File: src/mode_pkg.sv
// Purpose: Shared constants and types for the mode register bank
// Assumes: Command pins and beat data are sampled on ref_clk
// Notes: One data beat is modelled per ref_clk cycle
package mode_pkg;
    // Bank address codes of the two mode registers, and address width
    localparam logic [2:0] BANK_OPERATING = 3'h0;
    localparam logic [2:0] BANK_LOOP      = 3'h1;
    localparam int         ADDR_W         = 13;

    // Operating mode register field positions
    localparam int OPM_BL_LO    = 0;
    localparam int OPM_BL_HI    = 1;
    localparam int OPM_CL_LOW   = 2;
    localparam int OPM_ORDER    = 3;
    localparam int OPM_CL_HI_LO = 4;
    localparam int OPM_CL_HI_HI = 6;
    localparam int OPM_TEST     = 7;
    localparam int OPM_LOOP_RST = 8;
    localparam int OPM_WR_LO    = 9;
    localparam int OPM_WR_HI    = 11;
    localparam int OPM_PD_FAST  = 12;

    // Loop and drive register field positions
    localparam int LD_LOOP_OFF = 0;
    localparam int LD_DRV_LO   = 1;
    localparam int LD_AL_LO    = 3;
    localparam int LD_AL_HI    = 4;
    localparam int LD_DRV_HI   = 5;
    localparam int LD_OUT_OFF  = 12;

    // Reset values of the mode registers (undefined in silicon, zero here)
    localparam logic [ADDR_W-1:0] OPM_RESET = 13'h0000;
    localparam logic [ADDR_W-1:0] LD_RESET  = 13'h0000;

    // Column read latency: base added to the low and high code groups
    localparam logic [4:0] CL_BASE_LOW  = 5'h04;
    localparam logic [4:0] CL_BASE_HIGH = 5'h0c;

    // Burst length codes
    typedef enum logic [1:0] {
        BL_FIXED_EIGHT = 2'h0,
        BL_ON_THE_FLY  = 2'h1,
        BL_FIXED_CHOP  = 2'h2,
        BL_RESERVED    = 2'h3
    } burst_len_t;

    // Beat slots per burst, and slot of internal write start for eight beats
    localparam logic [2:0] LAST_SLOT      = 3'h7;
    localparam logic [2:0] CHOP_LAST_SLOT = 3'h3;
    localparam logic [2:0] WR_START_EIGHT = 3'h7;
    localparam logic [2:0] WR_PULL_IN     = 3'h2;

    // Loop lock time in clock cycles
    localparam int LOOP_LOCK_CYCLES = 512;
endpackage : mode_pkg

File: src/dram_mode_config_burst_order.sv
// Purpose: Mode register decode and burst ordering for two mode registers
// Assumes: Pins are synchronous to ref_clk; one beat per clock
// Notes: Beat storage is an eight-entry flip-flop burst buffer
//
// Function
// - Column read latency from A2, A4-A6
// - Total read delay is added delay plus latency
// - A3 selects sequential or interleaved beat order
// - A0-A1 pick chop, eight, or on-the-fly
// - Sequential reads wrap within half, other half follows
// - Interleaved beat n is start column XOR n
// - Chopped reads: four beats, then drivers off
// - Writes ignore low column bits, fixed order
// - Fixed chop starts internal write two clocks early
// - Loop reset bit clears itself after reset
// - A12 zero freezes loop in precharge power-down
// - Loop off in self-refresh, back on exit
// - Driver impedance from A1 and A5
`timescale 1ns/10ps
`default_nettype none
module dram_mode_config_burst_order
    import mode_pkg::*;
#(
    parameter int DQ_W       = 16,
    parameter int LOCK_COUNT = mode_pkg::LOOP_LOCK_CYCLES
) (
    input  wire  logic                        ref_clk,
    input  wire  logic                        rst_n,
    input  wire  logic                        chip_select_n,
    input  wire  logic                        row_strobe_n,
    input  wire  logic                        column_strobe_n,
    input  wire  logic                        write_enable_n,
    input  wire  logic [2:0]                  bank_addr,
    input  wire  logic [mode_pkg::ADDR_W-1:0] addr,
    input  wire  logic [DQ_W-1:0]             dq_in,
    input  wire  logic                        self_refresh,
    input  wire  logic                        precharge_powerdown,
    output var   logic [DQ_W-1:0]             dq_out,
    output var   logic                        dq_oe,
    output var   logic                        strobe_oe,
    output logic [4:0]                        column_read_latency,
    output logic [4:0]                        total_read_delay,
    output logic                              test_mode,
    output logic [2:0]                        write_recovery,
    output logic [1:0]                        drive_strength,
    output logic                              loop_running,
    output logic                              loop_locking,
    output var   logic                        internal_write_start
);
    import mode_pkg::*;

    typedef enum logic [1:0] {ST_IDLE, ST_RD_WAIT, ST_RD_BURST, ST_WR_BURST} burst_state_t;

    logic [ADDR_W-1:0] operating_mode_register;
    logic [ADDR_W-1:0] loop_and_drive_register;
    burst_state_t      state;
    logic [4:0]        wait_cnt;
    logic [2:0]        slot;
    logic [2:0]        start_column_bits;
    logic              chop;
    logic              fixed_chop_burst;
    logic [DQ_W-1:0]   beat_mem [8];
    logic [$clog2(LOCK_COUNT+1)-1:0] lock_cnt;

    // Command decode
    wire cmd_sel   = !chip_select_n && !column_strobe_n;
    wire cmd_mrs   = cmd_sel && !row_strobe_n && !write_enable_n;
    wire cmd_read  = cmd_sel && row_strobe_n && write_enable_n;
    wire cmd_write = cmd_sel && row_strobe_n && !write_enable_n;
    wire wr_opm    = cmd_mrs && (bank_addr == BANK_OPERATING);
    wire wr_loop   = cmd_mrs && (bank_addr == BANK_LOOP);

    // Field views
    wire [3:0] cl_code = {operating_mode_register[OPM_CL_HI_HI:OPM_CL_HI_LO],
                          operating_mode_register[OPM_CL_LOW]};
    wire [1:0] bl_mode = operating_mode_register[OPM_BL_HI:OPM_BL_LO];
    wire       interleave = operating_mode_register[OPM_ORDER];
    wire [1:0] al_code = loop_and_drive_register[LD_AL_HI:LD_AL_LO];
    wire       outputs_off = loop_and_drive_register[LD_OUT_OFF];
    wire       loop_enabled = !loop_and_drive_register[LD_LOOP_OFF];

    // Latency: A2 chooses the code group, A4-A6 the step within it
    assign column_read_latency = (cl_code[0] ? CL_BASE_HIGH : CL_BASE_LOW)
                                 + {2'h0, cl_code[3:1]};
    wire [4:0] added_command_delay = (al_code == 2'h1) ? column_read_latency - 5'h01 :
                                     (al_code == 2'h2) ? column_read_latency - 5'h02 :
                                     5'h00;
    // Whole cycles only; no half-clock term exists in the sum
    assign total_read_delay = added_command_delay + column_read_latency;

    assign test_mode      = operating_mode_register[OPM_TEST];
    assign write_recovery = operating_mode_register[OPM_WR_HI:OPM_WR_LO];
    assign drive_strength = {loop_and_drive_register[LD_DRV_HI],
                             loop_and_drive_register[LD_DRV_LO]};

    // Burst length choice; on-the-fly samples the chop pin (A12 low = chop)
    wire cmd_chop  = (bl_mode == BL_FIXED_CHOP) ||
                     ((bl_mode == BL_ON_THE_FLY) && !addr[ADDR_W-1]);
    wire cmd_fixed = (bl_mode == BL_FIXED_CHOP);

    // Loop state: frozen in self-refresh and in slow-exit power-down
    assign loop_running = loop_enabled && !self_refresh &&
                          !(precharge_powerdown && !operating_mode_register[OPM_PD_FAST]);
    assign loop_locking = (lock_cnt != '0);

    // Burst sequencing
    wire       idle       = (state == ST_IDLE);
    wire       take_read  = idle && cmd_read;
    wire       take_write = idle && cmd_write;
    wire [2:0] burst_last = chop ? CHOP_LAST_SLOT : LAST_SLOT;
    wire       wait_done  = (state == ST_RD_WAIT) && (wait_cnt <= 5'h01);
    wire       burst_end  = ((state == ST_RD_BURST) || (state == ST_WR_BURST))
                            && (slot == LAST_SLOT);

    burst_state_t next_state;
    always_comb begin
        next_state = state;
        unique case (state)
            ST_IDLE:     next_state = take_read ? ST_RD_WAIT :
                                      (take_write ? ST_WR_BURST : ST_IDLE);
            ST_RD_WAIT:  next_state = wait_done ? ST_RD_BURST : ST_RD_WAIT;
            ST_RD_BURST: next_state = burst_end ? ST_IDLE : ST_RD_BURST;
            ST_WR_BURST: next_state = burst_end ? ST_IDLE : ST_WR_BURST;
        endcase
    end

    wire [2:0] next_slot = (state == ST_RD_BURST || state == ST_WR_BURST)
                           ? slot + 3'h1 : 3'h0;

    // Read beat address for beat n of the coming cycle
    wire [2:0] seq_addr = {start_column_bits[2] ^ next_slot[2],
                           start_column_bits[1:0] + next_slot[1:0]};
    wire [2:0] ilv_addr = start_column_bits ^ next_slot;
    wire [2:0] rd_addr  = interleave ? ilv_addr : seq_addr;
    wire       next_rd  = (next_state == ST_RD_BURST);
    // Drivers stay off for the last four slots of a chop
    wire       next_drive = next_rd && !(chop && next_slot[2]) && !outputs_off;

    // Write beat address: low column bits ignored, chop picks half by bit two
    wire [2:0] wr_addr  = chop ? {start_column_bits[2], slot[1:0]} : slot;
    wire       wr_store = (state == ST_WR_BURST) && (!chop || slot <= burst_last);
    // Fixed chop pulls the internal write start in by two clocks
    wire [2:0] wr_start_slot = fixed_chop_burst ? WR_START_EIGHT - WR_PULL_IN
                                                : WR_START_EIGHT;

    // Mode registers; loop reset bit returns to zero the cycle after it is set
    always_ff @(posedge ref_clk or negedge rst_n) begin
        if (!rst_n) begin
            operating_mode_register <= OPM_RESET;
            loop_and_drive_register <= LD_RESET;
        end else begin
            if (wr_opm) begin
                operating_mode_register <= addr;
            end else if (operating_mode_register[OPM_LOOP_RST]) begin
                operating_mode_register[OPM_LOOP_RST] <= 1'b0;
            end
            if (wr_loop) begin
                loop_and_drive_register <= addr;
            end
        end
    end

    // Lock timer restarts on every loop reset
    always_ff @(posedge ref_clk or negedge rst_n) begin
        if (!rst_n) begin
            lock_cnt <= '0;
        end else if (operating_mode_register[OPM_LOOP_RST]) begin
            lock_cnt <= ($clog2(LOCK_COUNT+1))'(LOCK_COUNT);
        end else if (lock_cnt != '0) begin
            lock_cnt <= lock_cnt - 1'b1;
        end
    end

    always_ff @(posedge ref_clk or negedge rst_n) begin
        if (!rst_n) begin
            state             <= ST_IDLE;
            slot              <= 3'h0;
            wait_cnt          <= 5'h00;
            start_column_bits <= 3'h0;
            chop              <= 1'b0;
            fixed_chop_burst  <= 1'b0;
        end else begin
            state <= next_state;
            slot  <= next_slot;
            if (take_read || take_write) begin
                start_column_bits <= addr[2:0];
                chop              <= cmd_chop;
                fixed_chop_burst  <= cmd_fixed;
                wait_cnt          <= total_read_delay - 5'h01;
            end else if (state == ST_RD_WAIT) begin
                wait_cnt <= wait_cnt - 5'h01;
            end
        end
    end

    // Output stage, aligned with the burst slot
    always_ff @(posedge ref_clk or negedge rst_n) begin
        if (!rst_n) begin
            dq_out               <= '0;
            dq_oe                <= 1'b0;
            strobe_oe            <= 1'b0;
            internal_write_start <= 1'b0;
        end else begin
            dq_out               <= beat_mem[rd_addr];
            dq_oe                <= next_drive;
            strobe_oe            <= next_drive;
            internal_write_start <= (state == ST_WR_BURST) && (slot == wr_start_slot);
        end
    end

    // Burst buffer, one flip-flop row per beat
    for (genvar i = 0; i < 8; i++) begin : g_beat
        always_ff @(posedge ref_clk or negedge rst_n) begin
            if (!rst_n) begin
                beat_mem[i] <= '0;
            end else if (wr_store && (wr_addr == 3'(i))) begin
                beat_mem[i] <= dq_in;
            end
        end
    end
endmodule : dram_mode_config_burst_order
`default_nettype wire

File: config.mk
export PLATFORM = sky130hd
export DESIGN_NAME = dram_mode_config_burst_order
export DESIGN_NICKNAME = d
export VERILOG_FILES = /design/src/mode_pkg.sv /design/src/dram_mode_config_burst_order.sv
export SDC_FILE = /design/constraint.sdc
export NUM_CORES = 1
export LEC_CHECK = 0
export BUFFER_PORTS_ARGS = -buffer_cell sky130_fd_sc_hd__buf_2
export CAP_MARGIN = 10
export CORE_ASPECT_RATIO = 1.25
export CORE_MARGIN = 3
export CORE_UTILIZATION = 48
export CTS_CLUSTER_SIZE = 24
export DETAILED_ROUTE_END_ITERATION = 10
export GPL_TIMING_DRIVEN = 0
export PLACE_DENSITY_LB_ADDON = 0.1
export SLEW_MARGIN = 25
export SYNTH_ARGS = -nofsm -noshare
export SYNTH_HDL_FRONTEND = slang
export SYNTH_SLANG_ARGS = --single-unit
File: constraint.sdc
create_clock -name ref_clk -period 2.6 [get_ports ref_clk]
set_input_delay 0.39 -clock ref_clk [delete_from_list [all_inputs] [get_ports ref_clk]]
set_output_delay 0.39 -clock ref_clk [all_outputs]
set_load 0.005 [all_outputs]
# Yosys cells after proc, flatten, opt, wreduce, memory -nomap -nowiden

Index checks and enable logic that the tools add are counted.

Flip-flop bits (word level): 197
Logic and storage cells: 127

Mux-type cells: 22
Equal/unequal tests: 18
Bitwise operators: 3
Add/sub/neg operators: 9
Order comparisons: 3
Reduce and logical (&&, ||, !) cells: 51

Operators by type and width:

| kind                  | count |
|---|---|
| $bmux 16 s3           | 1 |
| $mux 16               | 2 |
| $logic_and 1x1->1     | 29 |
| $mux 10               | 2 |
| $mux 5                | 4 |
| $eq 3x3->1 const B    | 5 |
| $sub 5x1->5 const B   | 3 |
| $logic_not 1->1       | 12 |
| $mux 2                | 6 |
| $mux 3                | 4 |
| $eq 2x2->1 const B    | 5 |
| $reduce_bool 10->1    | 1 |
| $sub 10x1->10 const B | 1 |
| $pmux 2 s4            | 1 |
| $eq 2x1->1 const B    | 3 |
| $eq 3x1->1 const B    | 2 |
| $eq 3x2->1 const B    | 2 |
| $logic_not 3->1       | 2 |
| $add 4x3->5           | 1 |
| $add 5x5->5           | 1 |
| $le 5x1->1 const B    | 1 |
| $sub 5x2->5 const B   | 1 |
| $ge 4x4->1 const B    | 1 |
| $logic_or 1x1->1      | 4 |
| other kinds (11)      | 12 |

# Longest topological paths before layout

Gate-level depths: netlist (run 1).

Depth in word-level cells: 11
Mapped depth: 11
Gate-level depth less buffers: 11

# Worst setup path after synthesis (run 1)

Ideal clock, no wire load.

Kind: reg2reg
Start: register operating_mode_register[5]
End: register wait_cnt[4]
Period minus slack after synthesis: 2.470 ns
Arrival: 2.388 ns
Setup time: 0.082 ns
Setup slack: 0.130 ns
Cell stages (with the launch flop): 10
Cell sequence: dfrtp_1 -> inv_1 -> ha_1 -> o22ai_1 -> fa_1 -> inv_1 -> ha_1 -> inv_1 -> or4_1 -> a31oi_1

Longest elaborated chain between the ends: 7

Ends and longest elaborated chain:

| element                       | RTL line                            | text |
|---|---|---|
| start: declaration            | dram_mode_config_burst_order.sv:54  | `logic [ADDR_W-1:0] operating_mode_register;` |
| start signal: assignment      | dram_mode_config_burst_order.sv:153 | `operating_mode_register <= addr;` |
| $add 4x3->5 *                 | dram_mode_config_burst_order.sv:84  | `+ {2'h0, cl_code[3:1]};` |
| $sub 5x2->5                   | dram_mode_config_burst_order.sv:86  | `(al_code == 2'h2) ? column_read_latency - 5'h02 :` |
| $mux 5                        | dram_mode_config_burst_order.sv:86  |  |
| $mux 5                        | dram_mode_config_burst_order.sv:85  | `wire [4:0] added_command_delay = (al_code == 2'h1) ? column_read_latency - 5'h01 :` |
| $add 5x5->5 *                 | dram_mode_config_burst_order.sv:89  | `assign total_read_delay = added_command_delay + column_read_latency;` |
| named net total_read_delay[1] | dram_mode_config_burst_order.sv:42  | `output logic [4:0] total_read_delay,` |
| $sub 5x1->5 *                 | dram_mode_config_burst_order.sv:189 | `wait_cnt <= total_read_delay - 5'h01;` |
| $mux 5 *                      | dram_mode_config_burst_order.sv:185 | `if (take_read \|\| take_write) begin` |
| end signal: assignment        | dram_mode_config_burst_order.sv:189 |  |
| end signal: assignment        | dram_mode_config_burst_order.sv:191 | `wait_cnt <= wait_cnt - 5'h01;` |
| end: declaration              | dram_mode_config_burst_order.sv:57  | `logic [4:0] wait_cnt;` |

Mark *: on every way through the listed nets, which the timed path passes. The rest lies on a longest branch.
A chain may end at the register's enable or synchronous reset.

# Worst setup path after layout (run 1)

Start: register loop_and_drive_register[4]
End: output total_read_delay[4]

Longest elaborated chain between the ends: 4

Ends and longest elaborated chain:

| element                  | RTL line                            | text |
|---|---|---|
| start: declaration       | dram_mode_config_burst_order.sv:55  | `logic [ADDR_W-1:0] loop_and_drive_register;` |
| start signal: assignment | dram_mode_config_burst_order.sv:158 | `loop_and_drive_register <= addr;` |
| $eq 2x2->1               | dram_mode_config_burst_order.sv:86  |  |
| $mux 5                   | dram_mode_config_burst_order.sv:86  |  |
| $mux 5 *                 | dram_mode_config_burst_order.sv:85  |  |
| $add 5x5->5 *            | dram_mode_config_burst_order.sv:89  |  |
| end: declaration         | dram_mode_config_burst_order.sv:42  |  |

Mark *: on every way between the ends. The rest lies on a longest branch, timed or not.

==> results of run 1 <==
repair_timing:
| action | in CTS | in global routing |
|---|---|---|
| setup buffers | 7 | 13 |
| setup endpoints to repair | 90 | 81 |
| endpoints found under the hold margin | 33 | 0 |
| resized for setup | 34 | 23 |
| pin swaps | 6 | 20 |
| hold buffers | 1 | 0 |
worst paths after layout:
kind | startpoint | slack, ns | end | cells after the start
worst min register to register | operating_mode_register[7] | 0.51 | operating_mode_register[7] | 1
worst max-delay path | loop_and_drive_register[4] | -0.12 | total_read_delay[4] | 9
max in group asynchronous | rst_n | 1.45 | slot[0] | 3
worst max register to register | chop | 0.08 | beat_mem[110] | 7
min in group asynchronous | rst_n | 0.41 | lock_cnt[9] | 2
worst min-delay path | addr[6] | 0.16 | operating_mode_register[6] | 3
stage by stage:
step	instances	total power [mW]	TNS, ns
floorplan	657	10.6	0
global placement	961	12.5	-333.24
detailed placement	963	12.8	-4.81
CTS	1001	15.6	-0.503
global route	1014	16.6	-0.500
finish	1014	15.5	-0.141
cell type report:
type / count / area [um2]
plain buffers: 35 / 288
inverters: 18 / 70.1
well taps: 228 / 285
clock buffers: 19 / 443
fillers: 1461 / 7580
multi-input cells: 413 / 4000
repair buffers: 99 / 606
clock inverters: 12 / 138
flip-flops and latches: 190 / 4760
power groups by stage:
| stage | clock, mW | sequential [mW] | combinational, mW |
|---|---|---|---|
| after detailed placement | 0 | 4.88 | 7.90 |
| after global placement | 0 | 4.80 | 7.68 |
| after global routing | 2.76 | 4.99 | 8.81 |
| final | 2.58 | 4.83 | 8.12 |
| after floorplan | 0 | 4.72 | 5.92 |
| after CTS | 2.64 | 4.82 | 8.13 |
worst register-to-register path, stage by stage, from the launching register on:
cell and delay [ns]:
dfrtp_1 0.44, ha_1 0.32, a31o_2 0.25, nand3_1 0.12, nand2_1 0.24, nor2_4 0.34, clkbuf_4 0.34, mux2_2 0.36
cells in the mapped netlist (all sizes together) (2+ instances only):
master	instances	area, um2
a211oi	2	15.0
a21o	2	15.0
a21oi	8	40.0
a221oi	16	209
a22o	16	140
and2	4	28.8
buf	30	236
clkbuf	6	22.5
dfrtp	190	4750
ha	20	250
inv	18	67.6
mux2	146	1640
mux2i	67	671
nand2	18	67.6
nand2b	6	37.5
nand3	7	35.0
nand4	2	12.5
nor2	31	136
nor2b	7	43.8
nor3	3	15.0
nor3b	2	15.0
nor4	2	12.5
o21ai	11	55.1
o22ai	6	37.5
or3	2	12.5
or4	3	22.5
xnor2	10	87.6
xor2	7	61.3
registers in the layout, summed over array words and instances (netlist names), 2 cells and up:
| register | flops |
|---|---|
| beat_mem | 128 |
| operating_mode_register | 13 |
| lock_cnt | 10 |
| slot | 3 |
| loop_and_drive_register | 6 |
| start_column_bits | 3 |
| wait_cnt | 5 |
| state | 2 |
| dq_out | 16 |
metal layers:
layer  GRT usage (%)  up-vias  routed length (um)
met1            25.4     2792                8570
met5               0        -                   0
li1                -     2596                   -
met4            6.52        0                 288
met3            3.14       21                 493
met2            35.1       82                9980
kinds of logic (layout without fill, tap and decap cells):
| group | Yosys count | in the layout | synth area share, % |
|---|---|---|---|
| AOI/OAI and AO/OA | 72 | 72 | 6.83 |
| xor gates and xnor gates | 18 | 18 | 1.94 |
| adders and majority gates | 21 | 21 | 3.04 |
| buffers and inverters | 54 | 183 | 3.67 |
| muxes | 213 | 213 | 26.0 |
| DFF | 190 | 190 | 53.4 |
| and+or+nand+nor | 89 | 89 | 5.09 |
==> key figures, run 1 <==
Status
  • Status: finished, violations left
  • Failing checks: negative setup slack

Global route
  • GRT Overall Usage: 20.0%
  • First-pass GRT wire length: 31100 um
  • Number of global-route vias before repair: 5842
  • Antenna violations before repair: 0
  • Largest net degree at the start of global routing: 92
  • GRT Residual Overflow: 0

Power and ir drop
  • Net Switching: 5.80 mW
  • Power per Cell Area: 1470 nW/um2
  • Pleak: 5.04 nW
  • Sw frac: 37.4%
  • Internal power: 9.73 mW
  • Comb power frac: 52.3%
  • Worst VDD drop: 0.000915 V
  • Seq pwr share: 31.1%
  • Clock Power Share: 16.6%

Floorplanning
  • Die X: 128 um
  • Placeable Area: 18200 um2
  • Initial Utilization: 49.0%
  • Num rows: 55
  • Die height: 158 um
  • I/O Pins: 77
  • Die area: 20200 um2

Place
  • Place WS: -0.196 ns
  • DP HPWL: 12800 um
  • Placed inst area: 9630 um2
  • RePlAce Congestion: 0.862
  • # port buffers: 76

Final layout
  • Layout cell share with drive strength beyond 1: 45.4%
  • Final nets: 835
  • Commonest non-fill, non-tap cell in the layout: dfrtp_1
  • Fin area: 10600 um2
  • Fin util: 58.3%
  • N_diodes: 0
  • Layout Area Growth over Synthesis: 19.0%
  • Commonest cells after routing, fill and taps aside: dfrtp_1, mux2_2, buf_2, mux2i_1, buf_4

Drt
  • Detailed-route DRC error count: 0
  • Antenna viol nets, final: 0
  • Initial DRC count: 281
  • Vias: 5491
  • WL per Instance: 19.1 um
  • Routed wire length: 19300 um
  • Post-DR vias/cell: 5.42
  • Pre-antenna DRT Iters: 4

Setup path
  • Arr. time, crit path: 2.33 ns
  • Critical Path Start Type: flop
  • Worst-path cell chain: buf_4, nand2b_4, buf_4, o22ai_4, fa_2, a21o_1, a21oi_2, xor2_1, buf_2
  • Buf/Inv on CP: 3
  • Worst EP required: 2.21 ns
  • Slowest CP cell: dfrtp_1
  • Critical Path Fanout Max: 3
  • Max incr delay on CP: 0.38 ns
  • CP Capture Type: output pin
  • Crit path kind: flop to output pin
  • CP delay by family, top: compound AO/OA/AOI/OAI gates
  • CP most frequent cell: buf_4

Synth
  • Count of cell types in the netlist: 52
  • Asr flop ratio synth: 100%
  • Post-synthesis register bit count: 190
  • Register area share after synthesis: 53.4%
  • Post-Syn Area: 8900 um2
  • Post-Syn Nets: 718
  • Syn. warnings: 0
  • EDFF count, synth: 0
  • Most used DFF post-synth: dfrtp_1
  • Synthesized area per cell: 13.5 um2
  • Cells after Synth: 657

STA
  • Hold Slack: 0.156 ns
  • Relative slew margins: 47.0%
  • Final clock skew: 0.0118 ns
  • Worst Tran Pin Value: 0.775 ns
  • Setup violations, final: 2
  • Hold Fails Final Rpt: 0
  • Fmax: 0.368 GHz
  • Unrepaired setup endpoints after global routing: true
  • Setup WS post-layout: -0.121 ns
  • Final Critical Period: 2.72 ns
  • Max Slew Vio Count: 0
  • Crit share post-route: 105%

Job
  • Max-capacitance violation count: 0

Clocking
  • Clk sinks: 190
  • CTS tree: built
  • Clk_lat worst skew: 0.44 ns
  • CTS H-Tree Depth: 4
  • Bufs on Longest Clock Path: 2
  • CTS Root Cell: clkbuf_16
  • TritonCTS Buffers: 17
  • Clock slew seen by the registers of the worst setup and hold paths: 0.06 ns

Worst hold path
  • Class of the worst hold path: primary input to flop
No activity file was read; power rests on OpenSTA's default activity.
==> inputs of run 2 (changes only) <==
--- a/config.mk
+++ b/config.mk
@@ -10,6 +10,7 @@
 export CORE_ASPECT_RATIO = 1.25
 export CORE_MARGIN = 3
 export CORE_UTILIZATION = 48
+export CTS_BUF_LIST = sky130_fd_sc_hd__clkbuf_2
 export CTS_CLUSTER_SIZE = 24
 export DETAILED_ROUTE_END_ITERATION = 10
 export GPL_TIMING_DRIVEN = 0
==> run 2 against run 1 <==
Against the previous run:
- wire length grew 2.1%
- the flow still finishes with violations (negative setup slack)
- cell count is 4.4% higher
- via count rose by 3.6%
- critical path type unchanged
- critical path depth is 1 lower
- combinational power grew 3.0%
- global-route usage rose by 0.15 points
- highest routed layer unchanged
- sequential share of layout area shrank 0.59 points
- worst setup slack lost 0.37 ns
- first-iteration DRC count down 0.36%
- clock-buffer cell count decreased by 1
- clock skew rose by 0.022 ns
==> key figures, run 2 (synthesized netlist as in run 1, its figures left out) <==
Setup path
  • Arr. time, crit path: 2.70 ns (+0.37 ns)
  • Critical Path Start Type: flop
  • Worst-path cell chain: inv_4, ha_2, o22ai_2, ha_1, a21o_1, a21oi_2, xor2_1, buf_2
  • Critical Path Fanout Max: 4 (+1)
  • Max incr delay on CP: 0.48 ns (+0.10 ns)
  • Slowest CP cell: dfrtp_2
  • CP Capture Type: output pin
  • Worst EP required: 2.21 ns (about the same)
  • Buf/Inv on CP: 2 (-1)
  • Crit path kind: flop to output pin
  • CP delay by family, top: adder cells

Power and ir drop
  • Worst VDD drop: 0.000925 V (+1.1%)
  • Comb power frac: 57.1% (+4.8 points)
  • Internal power: 8.86 mW (-8.9%)
  • PnR Total Power: 14.6 mW (-5.7%)
  • Clock Power Share: 9.9% (-6.7 points)
  • Sw frac: 39.5% (+2.1 points)
  • Power per Cell Area: 1360 nW/um2 (-6.9%)
  • Pleak: 5.13 nW (+1.8%)
  • Seq pwr share: 33.0% (+1.9 points)
  • Net Switching: 5.78 mW (-0.37%)

Place
  • # port buffers: 76 (unchanged)
  • RePlAce Congestion: 0.862 (unchanged)
  • DP HPWL: 12800 um (unchanged)

STA
  • Unrepaired setup endpoints after global routing: true
  • Final clock skew: 0.0339 ns (+0.0221 ns)
  • Hold Slack: 0.0906 ns (-0.0651 ns)
  • Hold Fails Final Rpt: 0 (unchanged)
  • Relative slew margins: 48.1% (+1.0 points)
  • Final Critical Period: 3.09 ns (+0.370 ns)
  • Worst Tran Pin Value: 0.759 ns (-0.0153 ns)
  • Setup WS post-layout: -0.491 ns (-0.370 ns)
  • Fmax: 0.324 GHz (-12%)
  • Setup violations, final: 5 (+3)
  • Crit share post-route: 119% (+14 points)
  • Max Slew Vio Count: 0 (unchanged)

Status
  • Failing checks: negative setup slack
  • Status: finished, violations left

Final layout
  • Fillcell total: 1478 (+1.2%)
  • Layout Area Growth over Synthesis: 20.5%
  • Commonest cells after routing, fill and taps aside: dfrtp_1, mux2_2, buf_2, mux2i_1, buf_4
  • Layout cell share with drive strength beyond 1: 45.4% (about the same)
  • Final nets: 879 (+5.3%)
  • Commonest non-fill, non-tap cell in the layout: dfrtp_1
  • Largest registers: beat_mem x128, dq_out x16, operating_mode_register x13
  • Top reg by flops: beat_mem
  • Max reg flops: 128 (unchanged)

Drt
  • Vias: 5687 (+3.6%)
  • Post-DR vias/cell: 5.37 (-0.83%)
  • Antenna viol nets, final: 0 (unchanged)
  • Initial DRC count: 280 (-0.36%)
  • Pre-antenna DRT Iters: 4 (unchanged)
  • Detailed-route DRC error count: 0 (unchanged)
  • Routed wire length: 19700 um (+2.1%)
  • WL per Instance: 18.6 um (-2.3%)

Global route
  • Largest net degree at the start of global routing: 92 (unchanged)
  • GRT Overall Usage: 20.2% (+0.15 points)
  • Antenna violations before repair: 1 (+1)
  • First-pass GRT wire length: 31500 um (+1.1%)
  • GRT Residual Overflow: 0 (unchanged)
  • Number of global-route vias before repair: 6007 (+2.8%)

Floorplanning
  • Die area: 20200 um2 (unchanged)
  • I/O Pins: 77 (unchanged)
  • Die height: 158 um (unchanged)
  • Die X: 128 um (unchanged)
  • Num rows: 55 (unchanged)
  • Initial Utilization: 49.0% (unchanged)
  • Placeable Area: 18200 um2 (unchanged)

Clocking
  • CTS Root Cell: clkbuf_2
  • Clock slew seen by the registers of the worst setup and hold paths: 0.24 ns (+0.18 ns)
  • TritonCTS Buffers: 17 (unchanged)
  • CTS H-Tree Depth: 4 (unchanged)
  • Clk sinks: 190 (unchanged)
  • Bufs on Longest Clock Path: 2 (unchanged)
  • Clk_lat worst skew: 0.75 ns (+0.31 ns)
  • CTS tree: built

Job
  • Max-capacitance violation count: 0 (unchanged)

Worst hold path
  • Class of the worst hold path: primary input to flop
[run 2: area by class of cell]
type | instances | area, um2 | share of cell area, %
clock buffer | 18 | 90.1 | 0.840
buffer | 34 | 285 | 2.66
tap | 228 | 285 | 2.66
multi-input combinational | 413 | 4070 | 38.0
clock inverter | 13 | 141 | 1.32
timing repair buffer | 144 | 1020 | 9.52
antenna | 1 | 2.50 | 0.0233
sequential | 190 | 4760 | 44.4
inverter | 18 | 70.1 | 0.653
[run 2: tightest hold or removal path: cells and delay by family]
kind | cells | cell delay, ns
compound gates | 1 | 0.08
buf+inv | 1 | 0.12
simple gates | 3 | 0.24
[run 2: power groups by stage]
stage / sequential [mW] / clock (mW) / combinational (mW)
6_report: 4.84 / 1.45 / 8.36
5_1_grt: 4.99 / 1.62 / 9.04
3_5_place_dp: 4.88 / 0 / 7.90
4_1_cts: 4.81 / 1.51 / 8.20
2_1_floorplan: 4.72 / 0 / 5.92
3_3_place_gp: 4.80 / 0 / 7.68
[run 2: what timing repair did]
| item | CTS | global route |
|---|---|---|
| hold endpoints to repair | 341 | 0 |
| gates cloned | 0 | 0 |
| setup buffers | 9 | 25 |
| pin swaps | 9 | 20 |
| setup endpoints to repair | 96 | 68 |
| hold buffers | 32 | 0 |
| gates resized for setup | 41 | 29 |
[run 2: per-layer routing]
layer,global-route usage [%],up-vias,wire length (um)
met2,35.9,107,10300
met5,0,-,0
li1,-,2683,-
met1,25.1,2875,8580
met4,5.66,0,267
met3,3.71,22,578
[run 2: worst paths after layout]
path	slack, ns	from	endpoint	cells after the start
max	-0.49	operating_mode_register[5]	total_read_delay[4]	8
min	0.09	row_strobe_n	wait_cnt[1]	5
max reg2reg	-0.01	operating_mode_register[5]	wait_cnt[4]	10
min reg2reg	0.54	beat_mem[29]	beat_mem[29]	1
max in group asynchronous	1.20	rst_n	lock_cnt[9]	4
min in group asynchronous	0.60	rst_n	lock_cnt[8]	3
[run 2: metrics by stage]
stage               instances  worst slack (ns)  utilization [%]  setup TNS (ns)  cell area (um2)
floorplan                 657             0.130                -               0             8900
global placement          961             -1.76             52.7         -333.24             9570
detailed placement        963            -0.196             53.0           -4.81             9630
CTS                      1034            -0.564             57.3           -1.83            10400
global route             1059            -0.652             59.0           -2.31            10700
finish                   1059            -0.491             59.0           -1.50            10700
